**src/core/received_level_code_pkg.sv**
```systemverilog
/*
  Package for the received-level converter control block: register
  offsets, bit positions, converter timing and the status layout.
  Assumes a 10 MHz reference clock and a 32-bit AXI4-Lite register bus.
*/
package received_level_code_pkg;

  // ----------------------------------------------------------------------
  // register map (byte addresses)
  // ----------------------------------------------------------------------
  localparam logic [7:0] PRIMARY_CONTROL_WORD_OFFS = 8'h00;
  localparam logic [7:0] LEVEL_STATUS_OFFS = 8'h04;
  localparam logic [31:0] PRIMARY_CONTROL_WORD_RESET = 32'h0000_0000;

  // ----------------------------------------------------------------------
  // control word fields
  // ----------------------------------------------------------------------
  localparam int EXT_FEATURES_BIT = 0;
  localparam int SOURCE_SEL_LSB = 1;  // two bits
  localparam int ADC_CLOCK_SEL_LSB = 3;  // two bits
  localparam int LNA_MIN_GAIN_BIT = 25;
  localparam logic [31:0] CTRL_WRITABLE_MASK = 32'h0200_001F;

  // converter input sources
  localparam logic [1:0] SRC_LEVEL = 2'h0;
  localparam logic [1:0] SRC_SUPPLY = 2'h1;
  localparam logic [1:0] SRC_DISC_OFFSET = 2'h2;

  // level_adc_clock_select codes
  localparam logic [1:0] ADC_CLK_640K = 2'h3;
  localparam logic [1:0] ADC_CLK_320K = 2'h2;
  localparam logic [1:0] ADC_CLK_160K = 2'h1;
  localparam logic [1:0] ADC_CLK_80K = 2'h0;

  // ----------------------------------------------------------------------
  // timing: reference clock and converter step rates
  // ----------------------------------------------------------------------
  localparam int REF_CLK_KHZ = 10000;
  localparam int ADC_640K_KHZ = 640;
  localparam int ADC_320K_KHZ = 320;
  localparam int ADC_160K_KHZ = 160;
  localparam int ADC_80K_KHZ = 80;
  // step periods round down, so each step rate is at least the nominal one
  localparam logic [7:0] DIV_640K = 8'(REF_CLK_KHZ / ADC_640K_KHZ);
  localparam logic [7:0] DIV_320K = 8'(REF_CLK_KHZ / ADC_320K_KHZ);
  localparam logic [7:0] DIV_160K = 8'(REF_CLK_KHZ / ADC_160K_KHZ);
  localparam logic [7:0] DIV_80K = 8'(REF_CLK_KHZ / ADC_80K_KHZ);
  // a conversion is settle steps + 6 bit steps, 63 steps below 64
  localparam logic [6:0] SETTLE_STEPS = 7'h39;
  localparam int CODE_BITS = 6;
  localparam int FRESH_RESULT_US = 100;
  localparam int FRESH_RESULT_CYCLES = FRESH_RESULT_US * REF_CLK_KHZ / 1000;

  // ----------------------------------------------------------------------
  // scale of one code step, for software
  // ----------------------------------------------------------------------
  localparam int SUPPLY_LSB_MV = 85;
  localparam int SUPPLY_VREF_MV = 1250;
  localparam int LEVEL_LSB_CENTI_DB = 130;
  localparam int LNA_MIN_GAIN_ATTEN_DB = 6;

  // status word layout
  typedef struct packed {
    logic [22:0] zero;
    logic fresh;
    logic [1:0] source;
    logic [5:0] code;
  } received_level_code_status_t;

endpackage

```
**src/core/received_level_code_adc_readout.sv**
```systemverilog
/*
  Received-level converter control: control word and status word over
  AXI4-Lite, conversion-rate selection, source selection and the
  front-end gain bit. Assumes a single 10 MHz ref_clk, a synchronous
  active-high reset, and an analog comparator whose output arrives
  asynchronously on compOut.
*/
`timescale 1ns/1ns
`default_nettype none

// Overview of operation
// - one bit selects minimum LNA gain, 6 dB down
// - status word shows the 6-bit level code
// - control bits choose which source is converted
// - supply code step is 85 mV, 1.25V reference
// - level code step about 1.3 dB, linear
// - two-bit select gives 640/320/160/80 kHz
// - fastest rate refreshes result within 100 us
// - without extended features only 80 kHz applies
module received_level_code_adc_readout
  import received_level_code_pkg::*;
(
  // clock and reset
  input wire logic ref_clk,
  input wire logic reset,
  // AXI4-Lite write address and data
  input wire logic [7:0] s_axi_awaddr,
  input wire logic s_axi_awvalid,
  output logic s_axi_awready,
  input wire logic [31:0] s_axi_wdata,
  input wire logic [3:0] s_axi_wstrb,
  input wire logic s_axi_wvalid,
  output logic s_axi_wready,
  // AXI4-Lite write response
  output logic [1:0] s_axi_bresp,
  output logic s_axi_bvalid,
  input wire logic s_axi_bready,
  // AXI4-Lite read
  input wire logic [7:0] s_axi_araddr,
  input wire logic s_axi_arvalid,
  output logic s_axi_arready,
  output logic [31:0] s_axi_rdata,
  output logic [1:0] s_axi_rresp,
  output logic s_axi_rvalid,
  input wire logic s_axi_rready,
  // analog front end
  input wire logic compOut,
  output logic [5:0] dacCode,
  output logic sampling,
  output logic [1:0] inputSelect,
  output logic lnaMinGain
);

  logic [31:0] ctrl, next_ctrl;
  received_level_code_status_t status, next_status;
  logic awHeld, next_awHeld, wHeld, next_wHeld;
  logic [7:0] awAddr, next_awAddr;
  logic [31:0] wData, next_wData;
  logic [3:0] wStrb, next_wStrb;
  logic bValid, next_bValid, rValid, next_rValid;
  logic [1:0] bResp, next_bResp, rResp, next_rResp;
  logic [31:0] rData, next_rData;
  logic compMeta, compSync;
  logic [1:0] clkSel, srcSel;
  logic [1:0] effSel, effSrc, next_effSel, next_effSrc;
  logic [7:0] stepDiv;
  logic restart, convDone, doWrite, doRead, statusRead;
  logic [5:0] convResult;

  // ----------------------------------------------------------------------
  // comparator synchroniser
  // ----------------------------------------------------------------------
  always_ff @(posedge ref_clk) begin
    if (reset) begin
      compMeta <= 1'b0;
      compSync <= 1'b0;
    end else begin
      compMeta <= compOut;
      compSync <= compMeta;
    end
  end

  // ----------------------------------------------------------------------
  // conversion rate and source
  // ----------------------------------------------------------------------
  always_comb begin
    clkSel = ctrl[ADC_CLOCK_SEL_LSB +: 2];
    srcSel = ctrl[SOURCE_SEL_LSB +: 2];
    // faster rates exist only once extended features are on
    next_effSel = ctrl[EXT_FEATURES_BIT] ? clkSel : ADC_CLK_80K;
    next_effSrc = srcSel;
    case (effSel)
      ADC_CLK_640K: stepDiv = DIV_640K;
      ADC_CLK_320K: stepDiv = DIV_320K;
      ADC_CLK_160K: stepDiv = DIV_160K;
      default: stepDiv = DIV_80K;
    endcase
    // a result must never mix two sources or two rates
    restart = (next_effSel != effSel) || (next_effSrc != effSrc);
  end

  received_level_code_sar_seq u_sar (
    .ref_clk(ref_clk),
    .reset(reset),
    .stepDiv(stepDiv),
    .restart(restart),
    .compHigh(compSync),
    .dacCode(dacCode),
    .sampling(sampling),
    .convDone(convDone),
    .convResult(convResult)
  );

  // ----------------------------------------------------------------------
  // AXI4-Lite slave and registers
  // ----------------------------------------------------------------------
  always_comb begin
    s_axi_awready = !awHeld && !bValid;
    s_axi_wready = !wHeld && !bValid;
    s_axi_arready = !rValid;
    next_awHeld = awHeld || (s_axi_awvalid && s_axi_awready);
    next_wHeld = wHeld || (s_axi_wvalid && s_axi_wready);
    next_awAddr = (s_axi_awvalid && s_axi_awready) ? s_axi_awaddr : awAddr;
    next_wData = (s_axi_wvalid && s_axi_wready) ? s_axi_wdata : wData;
    next_wStrb = (s_axi_wvalid && s_axi_wready) ? s_axi_wstrb : wStrb;
    doWrite = next_awHeld && next_wHeld && !bValid;
    doRead = s_axi_arvalid && s_axi_arready;
    next_ctrl = ctrl;
    next_bValid = bValid && !s_axi_bready;
    next_bResp = bResp;
    if (doWrite) begin
      next_awHeld = 1'b0;
      next_wHeld = 1'b0;
      next_bValid = 1'b1;
      next_bResp = 2'h0;
      if (next_awAddr[7:2] == PRIMARY_CONTROL_WORD_OFFS[7:2]) begin
        for (int i = 0; i < 4; i++) begin
          if (next_wStrb[i]) begin
            next_ctrl[8*i +: 8] = next_wData[8*i +: 8];
          end
        end
        next_ctrl = next_ctrl & CTRL_WRITABLE_MASK;
      end else if (next_awAddr[7:2] != LEVEL_STATUS_OFFS[7:2]) begin
        next_bResp = 2'h2;  // unmapped: slave error
      end
    end
    next_rValid = rValid && !s_axi_rready;
    next_rData = rData;
    next_rResp = rResp;
    statusRead = 1'b0;
    if (doRead) begin
      next_rValid = 1'b1;
      next_rResp = 2'h0;
      if (s_axi_araddr[7:2] == PRIMARY_CONTROL_WORD_OFFS[7:2]) begin
        next_rData = ctrl;
      end else if (s_axi_araddr[7:2] == LEVEL_STATUS_OFFS[7:2]) begin
        next_rData = status;
        statusRead = 1'b1;
      end else begin
        next_rData = 32'h0000_0000;
        next_rResp = 2'h2;
      end
    end
    // status code and source change only when a conversion completes; a status read clears fresh
    next_status = status;
    if (statusRead) begin
      next_status.fresh = 1'b0;
    end
    if (convDone) begin
      next_status.code = convResult;
      next_status.source = effSrc;
      next_status.fresh = 1'b1;  // set wins over the read clear
    end
  end

  always_ff @(posedge ref_clk) begin
    if (reset) begin
      ctrl <= PRIMARY_CONTROL_WORD_RESET;
      status <= '0;
      awHeld <= 1'b0;
      wHeld <= 1'b0;
      awAddr <= 8'h00;
      wData <= 32'h0000_0000;
      wStrb <= 4'h0;
      bValid <= 1'b0;
      bResp <= 2'h0;
      rValid <= 1'b0;
      rResp <= 2'h0;
      rData <= 32'h0000_0000;
      effSel <= ADC_CLK_80K;
      effSrc <= SRC_LEVEL;
    end else begin
      ctrl <= next_ctrl;
      status <= next_status;
      awHeld <= next_awHeld;
      wHeld <= next_wHeld;
      awAddr <= next_awAddr;
      wData <= next_wData;
      wStrb <= next_wStrb;
      bValid <= next_bValid;
      bResp <= next_bResp;
      rValid <= next_rValid;
      rResp <= next_rResp;
      rData <= next_rData;
      effSel <= next_effSel;
      effSrc <= next_effSrc;
    end
  end

  // gain bit comes straight from the control word register; inputSelect from its registered copy effSrc
  assign lnaMinGain = ctrl[LNA_MIN_GAIN_BIT];
  assign inputSelect = effSrc;
  assign s_axi_bvalid = bValid;
  assign s_axi_bresp = bResp;
  assign s_axi_rvalid = rValid;
  assign s_axi_rresp = rResp;
  assign s_axi_rdata = rData;

  // ----------------------------------------------------------------------
  // assertions
  // ----------------------------------------------------------------------
  logic [10:0] sinceResult;
  always_ff @(posedge ref_clk) begin
    if (reset || convDone || restart || effSel != ADC_CLK_640K) begin
      sinceResult <= 11'h000;
    end else if (sinceResult != 11'h7FF) begin
      sinceResult <= sinceResult + 11'h001;
    end
  end
endmodule // received_level_code_adc_readout

`default_nettype wire

```
**src/core/received_level_code_sar_seq.sv**
```systemverilog
/*
  Successive-approximation sequencer: paces steps from the reference
  clock, settles, then resolves six bits against an external comparator.
  Assumes the comparator input is already synchronised to ref_clk.
*/
`timescale 1ns/1ns
`default_nettype none

module received_level_code_sar_seq
  import received_level_code_pkg::*;
(
  // clock and reset
  input wire logic ref_clk,
  input wire logic reset,
  // control
  input wire logic [7:0] stepDiv,
  input wire logic restart,
  input wire logic compHigh,
  // converter side
  output logic [5:0] dacCode,
  output logic sampling,
  // result
  output logic convDone,
  output logic [5:0] convResult
);

  typedef enum logic [2:0] {
    ST_SETTLE = 3'b001,
    ST_CONVERT = 3'b010,
    ST_DONE = 3'b100
  } received_level_code_sar_state_t;

  received_level_code_sar_state_t state, next_state;
  logic [7:0] divCnt, next_divCnt;
  logic [6:0] stepCnt, next_stepCnt;
  logic [2:0] bitIdx, next_bitIdx;
  logic [5:0] trial, next_trial;
  logic [5:0] result, next_result;
  logic [5:0] mask;
  logic step;

  // ----------------------------------------------------------------------
  // step pacing and bit decisions
  // ----------------------------------------------------------------------
  always_comb begin
    step = (divCnt == stepDiv - 8'h01);
    mask = 6'h01 << bitIdx;
    next_divCnt = (step || restart) ? 8'h00 : divCnt + 8'h01;
    next_state = state;
    next_stepCnt = stepCnt;
    next_bitIdx = bitIdx;
    next_trial = trial;
    next_result = result;
    case (state)
      ST_SETTLE: begin
        next_trial = 6'h00;
        if (step) begin
          next_stepCnt = stepCnt + 7'h01;
          if (stepCnt == SETTLE_STEPS - 7'h01) begin
            next_state = ST_CONVERT;
            next_bitIdx = 3'(CODE_BITS - 1);
            next_trial = 6'h20;
          end
        end
      end
      ST_CONVERT: begin
        if (step) begin
          // keep the trial bit only if the input is at or above it
          next_trial = (trial & ~mask) | (compHigh ? mask : 6'h00)
                       | (mask >> 1);
          if (bitIdx == 3'h0) begin
            // latch the finished code now, so done carries this result
            next_result = next_trial;
            next_state = ST_DONE;
          end else begin
            next_bitIdx = bitIdx - 3'h1;
          end
        end
      end
      ST_DONE: begin
        // result held here until the next conversion completes
        next_result = trial;
        next_state = ST_SETTLE;
        next_stepCnt = 7'h00;
      end
      default: begin
        next_state = ST_SETTLE;
        next_stepCnt = 7'h00;
      end
    endcase
    // a source or rate change throws away the conversion under way
    if (restart) begin
      next_state = ST_SETTLE;
      next_stepCnt = 7'h00;
      next_trial = 6'h00;
    end
  end

  always_ff @(posedge ref_clk) begin
    if (reset) begin
      state <= ST_SETTLE;
      divCnt <= 8'h00;
      stepCnt <= 7'h00;
      bitIdx <= 3'h0;
      trial <= 6'h00;
      result <= 6'h00;
    end else begin
      state <= next_state;
      divCnt <= next_divCnt;
      stepCnt <= next_stepCnt;
      bitIdx <= next_bitIdx;
      trial <= next_trial;
      result <= next_result;
    end
  end

  assign dacCode = trial;
  assign sampling = (state == ST_SETTLE);
  assign convDone = (state == ST_DONE);
  assign convResult = result;

endmodule // received_level_code_sar_seq

`default_nettype wire

```
**config.mk**
```make
export PLATFORM = sky130hd
export DESIGN_NAME = received_level_code_adc_readout
export DESIGN_NICKNAME = d
export VERILOG_FILES = /design/src/core/received_level_code_pkg.sv /design/src/core/received_level_code_adc_readout.sv /design/src/core/received_level_code_sar_seq.sv
export SDC_FILE = /design/constraint.sdc
export NUM_CORES = 1
export LEC_CHECK = 0
export ABC_AREA = 1
export BUFFER_PORTS_ARGS = -buffer_cell sky130_fd_sc_hd__buf_2
export CORE_ASPECT_RATIO = 0.9
export CORE_MARGIN = 10
export CORE_UTILIZATION = 40
export DETAILED_ROUTE_END_ITERATION = 12
export GPL_TIMING_DRIVEN = 0
export SYNTH_ARGS = -nofsm -noshare
export SYNTH_HDL_FRONTEND = slang
export SYNTH_SLANG_ARGS = --single-unit
```
**constraint.sdc**
```tcl
create_clock -name ref_clk -period 3.8 [get_ports ref_clk]
set_clock_uncertainty 0.05 [all_clocks]
set_input_delay 0 -clock ref_clk [delete_from_list [all_inputs] [get_ports ref_clk]]
set_output_delay 0 -clock ref_clk [all_outputs]
set_load 0.02 [all_outputs]
```
==> flow_summary.ini <==
[status]
status = complete, but fails checks
violations = negative hold slack

[final_layout]
nets = 782
fin_cells = 848
antenna_cells = 0
nFillCells = 1066
register_area_sq_um = 1680
drive_gt1_share_pct = 18.1
fin_util_pct = 50.8
area_growth_pct = 22.1
multiInputGateArea_sq_um = 2130

[floorplan]
die-area_sq_um = 15400
die_h_um = 119
ios = 111
row_count = 35
die_x_um = 130
core_sq_um = 10400
initial_core_util_pct = 41.6

[critical_path]
r2r_slack_ps = 1960
cp.depth = 10
worst_ep_arrival_time_ps = 2060
crit_chain = inv_1 -> ha_1 -> nand3_1 -> nor3_1 -> nand4_1 -> nand2_1 -> nand2_1 -> nand2_1 -> nand2_1 -> nor2_1
r2r_cells = 10
cp_top_family = simple AND/OR/NAND/NOR gates
cp.required_ps = 4020
rr_startpoint = u_sar.stepCnt[0]
start_kind = flip-flop
worstPathBufferInverterCount = 1
critical-path-max-stage-delay_ps = 360
path_max_fanout = 4
r2r_end = u_sar.bitIdx[0]
worstSetupPathType = flip-flop to flip-flop
crit_top_cell = nand2_1
crit_path_end_kind = flip-flop
worst_path_max_delay_cell = nor3_1

[global_route]
grt_pass1_wl_mm = 17.3
grt_pass1_vias = 3748
grt_max_degree = 15
grt_use_total_pct = 13.5
grt-ovfl-total = 0
antenna_found_initial = 0

[pwr]
comb_power_share_pct = 16.0
p_sw_share_pct = 28.0
power.density_nw_per_um2 = 409
peakVddDrop_uv = 270
p_switching_mw = 0.607
p_int_mw = 1.56
seqPwrFrac_pct = 43.6
finalPower_mw = 2.17
p_leak_nw = 2.47
power.share.clock_pct = 40.4

[placed_design]
gp_congestion = 0.824
dp_hpwl_mm = 7.81
port_buffers = 53
preCtsSetupSlack_ps = 2010
dp_cells = 817

[timing]
max_slew.worst_pin.slew_ps = 546
holdWs_ps = -0.108
setup-violations-final = 0
fin_crit_ps = 1840
timing.fmax_ghz = 0.544
finalCritPeriodShare_pct = 48.4
fin_ws_ps = 1960
setup_tns_ps = 0
relSlewSlack_pct = 63.6
slew_violations = 0
hold_viol = 1
grt_setup_unrepaired = no

[synth]
synth_cell_types = 43
synth-seq-cells = 84
synth_area_sq_um = 4330
yosysWarnings = 0
synth_top_area_cell = dfxtp_1
synth.avg_cell_area_sq_um = 7.08
synth_top_area_share_pct = 38.8
yosys-top-cells-area = dfxtp_1 (39%), nand2_1 (12%), inv_1 (7.2%)
async_flop_share_pct = 0
synthFlopType = dfxtp_1
yosysMostFrequentCell = nand2_1
ys_seq_area_share_pct = 38.8
synthTopCellsByCount = nand2_1 (133), dfxtp_1 (84), inv_1 (83)
synth-edff-count = 0
syn_inst = 612

[route]
wirelength_mm = 10.4
post_drt_wl_per_cell_um = 12.2
dr.pass1.iters = 4
num_vias = 3941
ant_nets = 0
drc = 0
drt_iter0_drc = 294
avgViaCountPerCell = 4.65

[hold_path]
worstHoldStart = s_axi_wdata[1]
worstHoldPathCells = 4
hold_path_class = input port to flip-flop
min_to = wData[1]

[flow_run]
drv_cap = 0

[clocking]
clockBufferDepth = 2
cts_resized = 0
tritoncts = built
clk_root_buffer_cell = clkbuf_16
path_clk_slew_ps = 60
clock-sinks = 84
clk_latency_ps = 340
h-tree-depth = 3
cts-buffers-inserted = 9
==> final cells by class <==
type / count / area share [%]
buffer: 41 / 5.13
clock buffer: 10 / 4.33
clock inverter: 6 / 1.23
inverter: 88 / 6.29
multi-input combinational: 422 / 40.3
sequential: 84 / 31.8
tap: 129 / 3.05
timing repair buffer: 68 / 7.85
==> registers in the layout, indices dropped and copies added (netlist names), 3 cells and up <==
name              count
wData                 6
ctrl                  6
u_sar.dacCode         6
u_sar.divCnt          8
u_sar.stepCnt         7
u_sar.convResult      6
awAddr                6
u_sar.bitIdx          3
u_sar.state           3
status                9
s_axi_rdata          10
==> how the worst max path moves through the flow <==
stage                     start               to  slack, ps
5_1_grt        u_sar.stepCnt[0]  u_sar.bitIdx[0]       1780
3_3_place_gp   u_sar.stepCnt[0]  u_sar.bitIdx[0]       2020
2_1_floorplan      s_axi_bvalid          ctrl[0]       2000
6_report       u_sar.stepCnt[0]  u_sar.bitIdx[0]       1960
3_5_place_dp   u_sar.stepCnt[0]  u_sar.bitIdx[0]       2010
4_1_cts        u_sar.stepCnt[0]  u_sar.bitIdx[0]       1980
==> power groups by stage <==
stage	Clock (mW)	Sequential, mW	Combinational (mW)
detailed placement	0	0.964	0.334
global placement	0	0.963	0.325
finish	0.875	0.944	0.347
CTS	0.894	0.944	0.347
floorplan	0	0.974	0.243
global route	0.926	0.949	0.393
==> cell usage in the layout, fill, tap and decap left out, types with 6 or more instances in the layout <==
cell           Yosys  layout
o21ai_1            7       7
nand4_1           10      10
xor2_1             8       8
inv_1             83      83
dlygate4sd3_1      0      15
nand3_1           32      32
clkbuf_16          0       9
conb_1             1      24
dfxtp_1           84      84
buf_2              4      57
a21oi_1           36      36
ha_1               8       8
o21ai_0           26      26
buf_4             26      26
nor2_1            80      80
nand2_2            6       6
o21a_1             6       6
clkbuf_1           5       6
nand2_1          133     133
==> layer usage <==
metal	GRT usage [%]	wire [um]	share of wire, %
met3	3.71	579	5.6
met2	21.5	4660	45
met4	5.13	166	1.6
met1	16.9	4970	48
met5	0	0	0
==> metrics by stage <==
step	hold WS, ps	instance area [sq um]
5_1_grt	44.1	5290
6_report	-0.108	5290
4_1_cts	0.386	5290
2_1_floorplan	57.0	4420
3_3_place_gp	184	4850
3_5_place_dp	179	4850
==> worst min-delay path: cells and delay by family <==
| kind | cells | cell delay, ps |
|---|---|---|
| AO/OA/AOI/OAI | 1 | 140 |
| buffers and inverters | 2 | 110 |
| AND/OR/NAND/NOR | 1 | 90 |
==> cells by family (layout without fill, tap and decap cells) <==
logic type / Yosys count / after routing / share of synthesized area (%)
simple gates: 287 / 287 / 30.1
xor+xnor: 13 / 13 / 2.63
other cells: 1 / 24 / 0.0865
flops: 84 / 84 / 38.8
compound gates: 87 / 87 / 11.4
fa+ha+maj: 8 / 8 / 2.31
mux: 3 / 3 / 0.693
buf+inv: 129 / 213 / 13.9
==> timing repair <==
action                    in CTS  in global routing
hold endpoints to repair      15                  0
hold buffers                  15                  0
setup buffers                  0                  0
(Power assumes the default switching activity.)
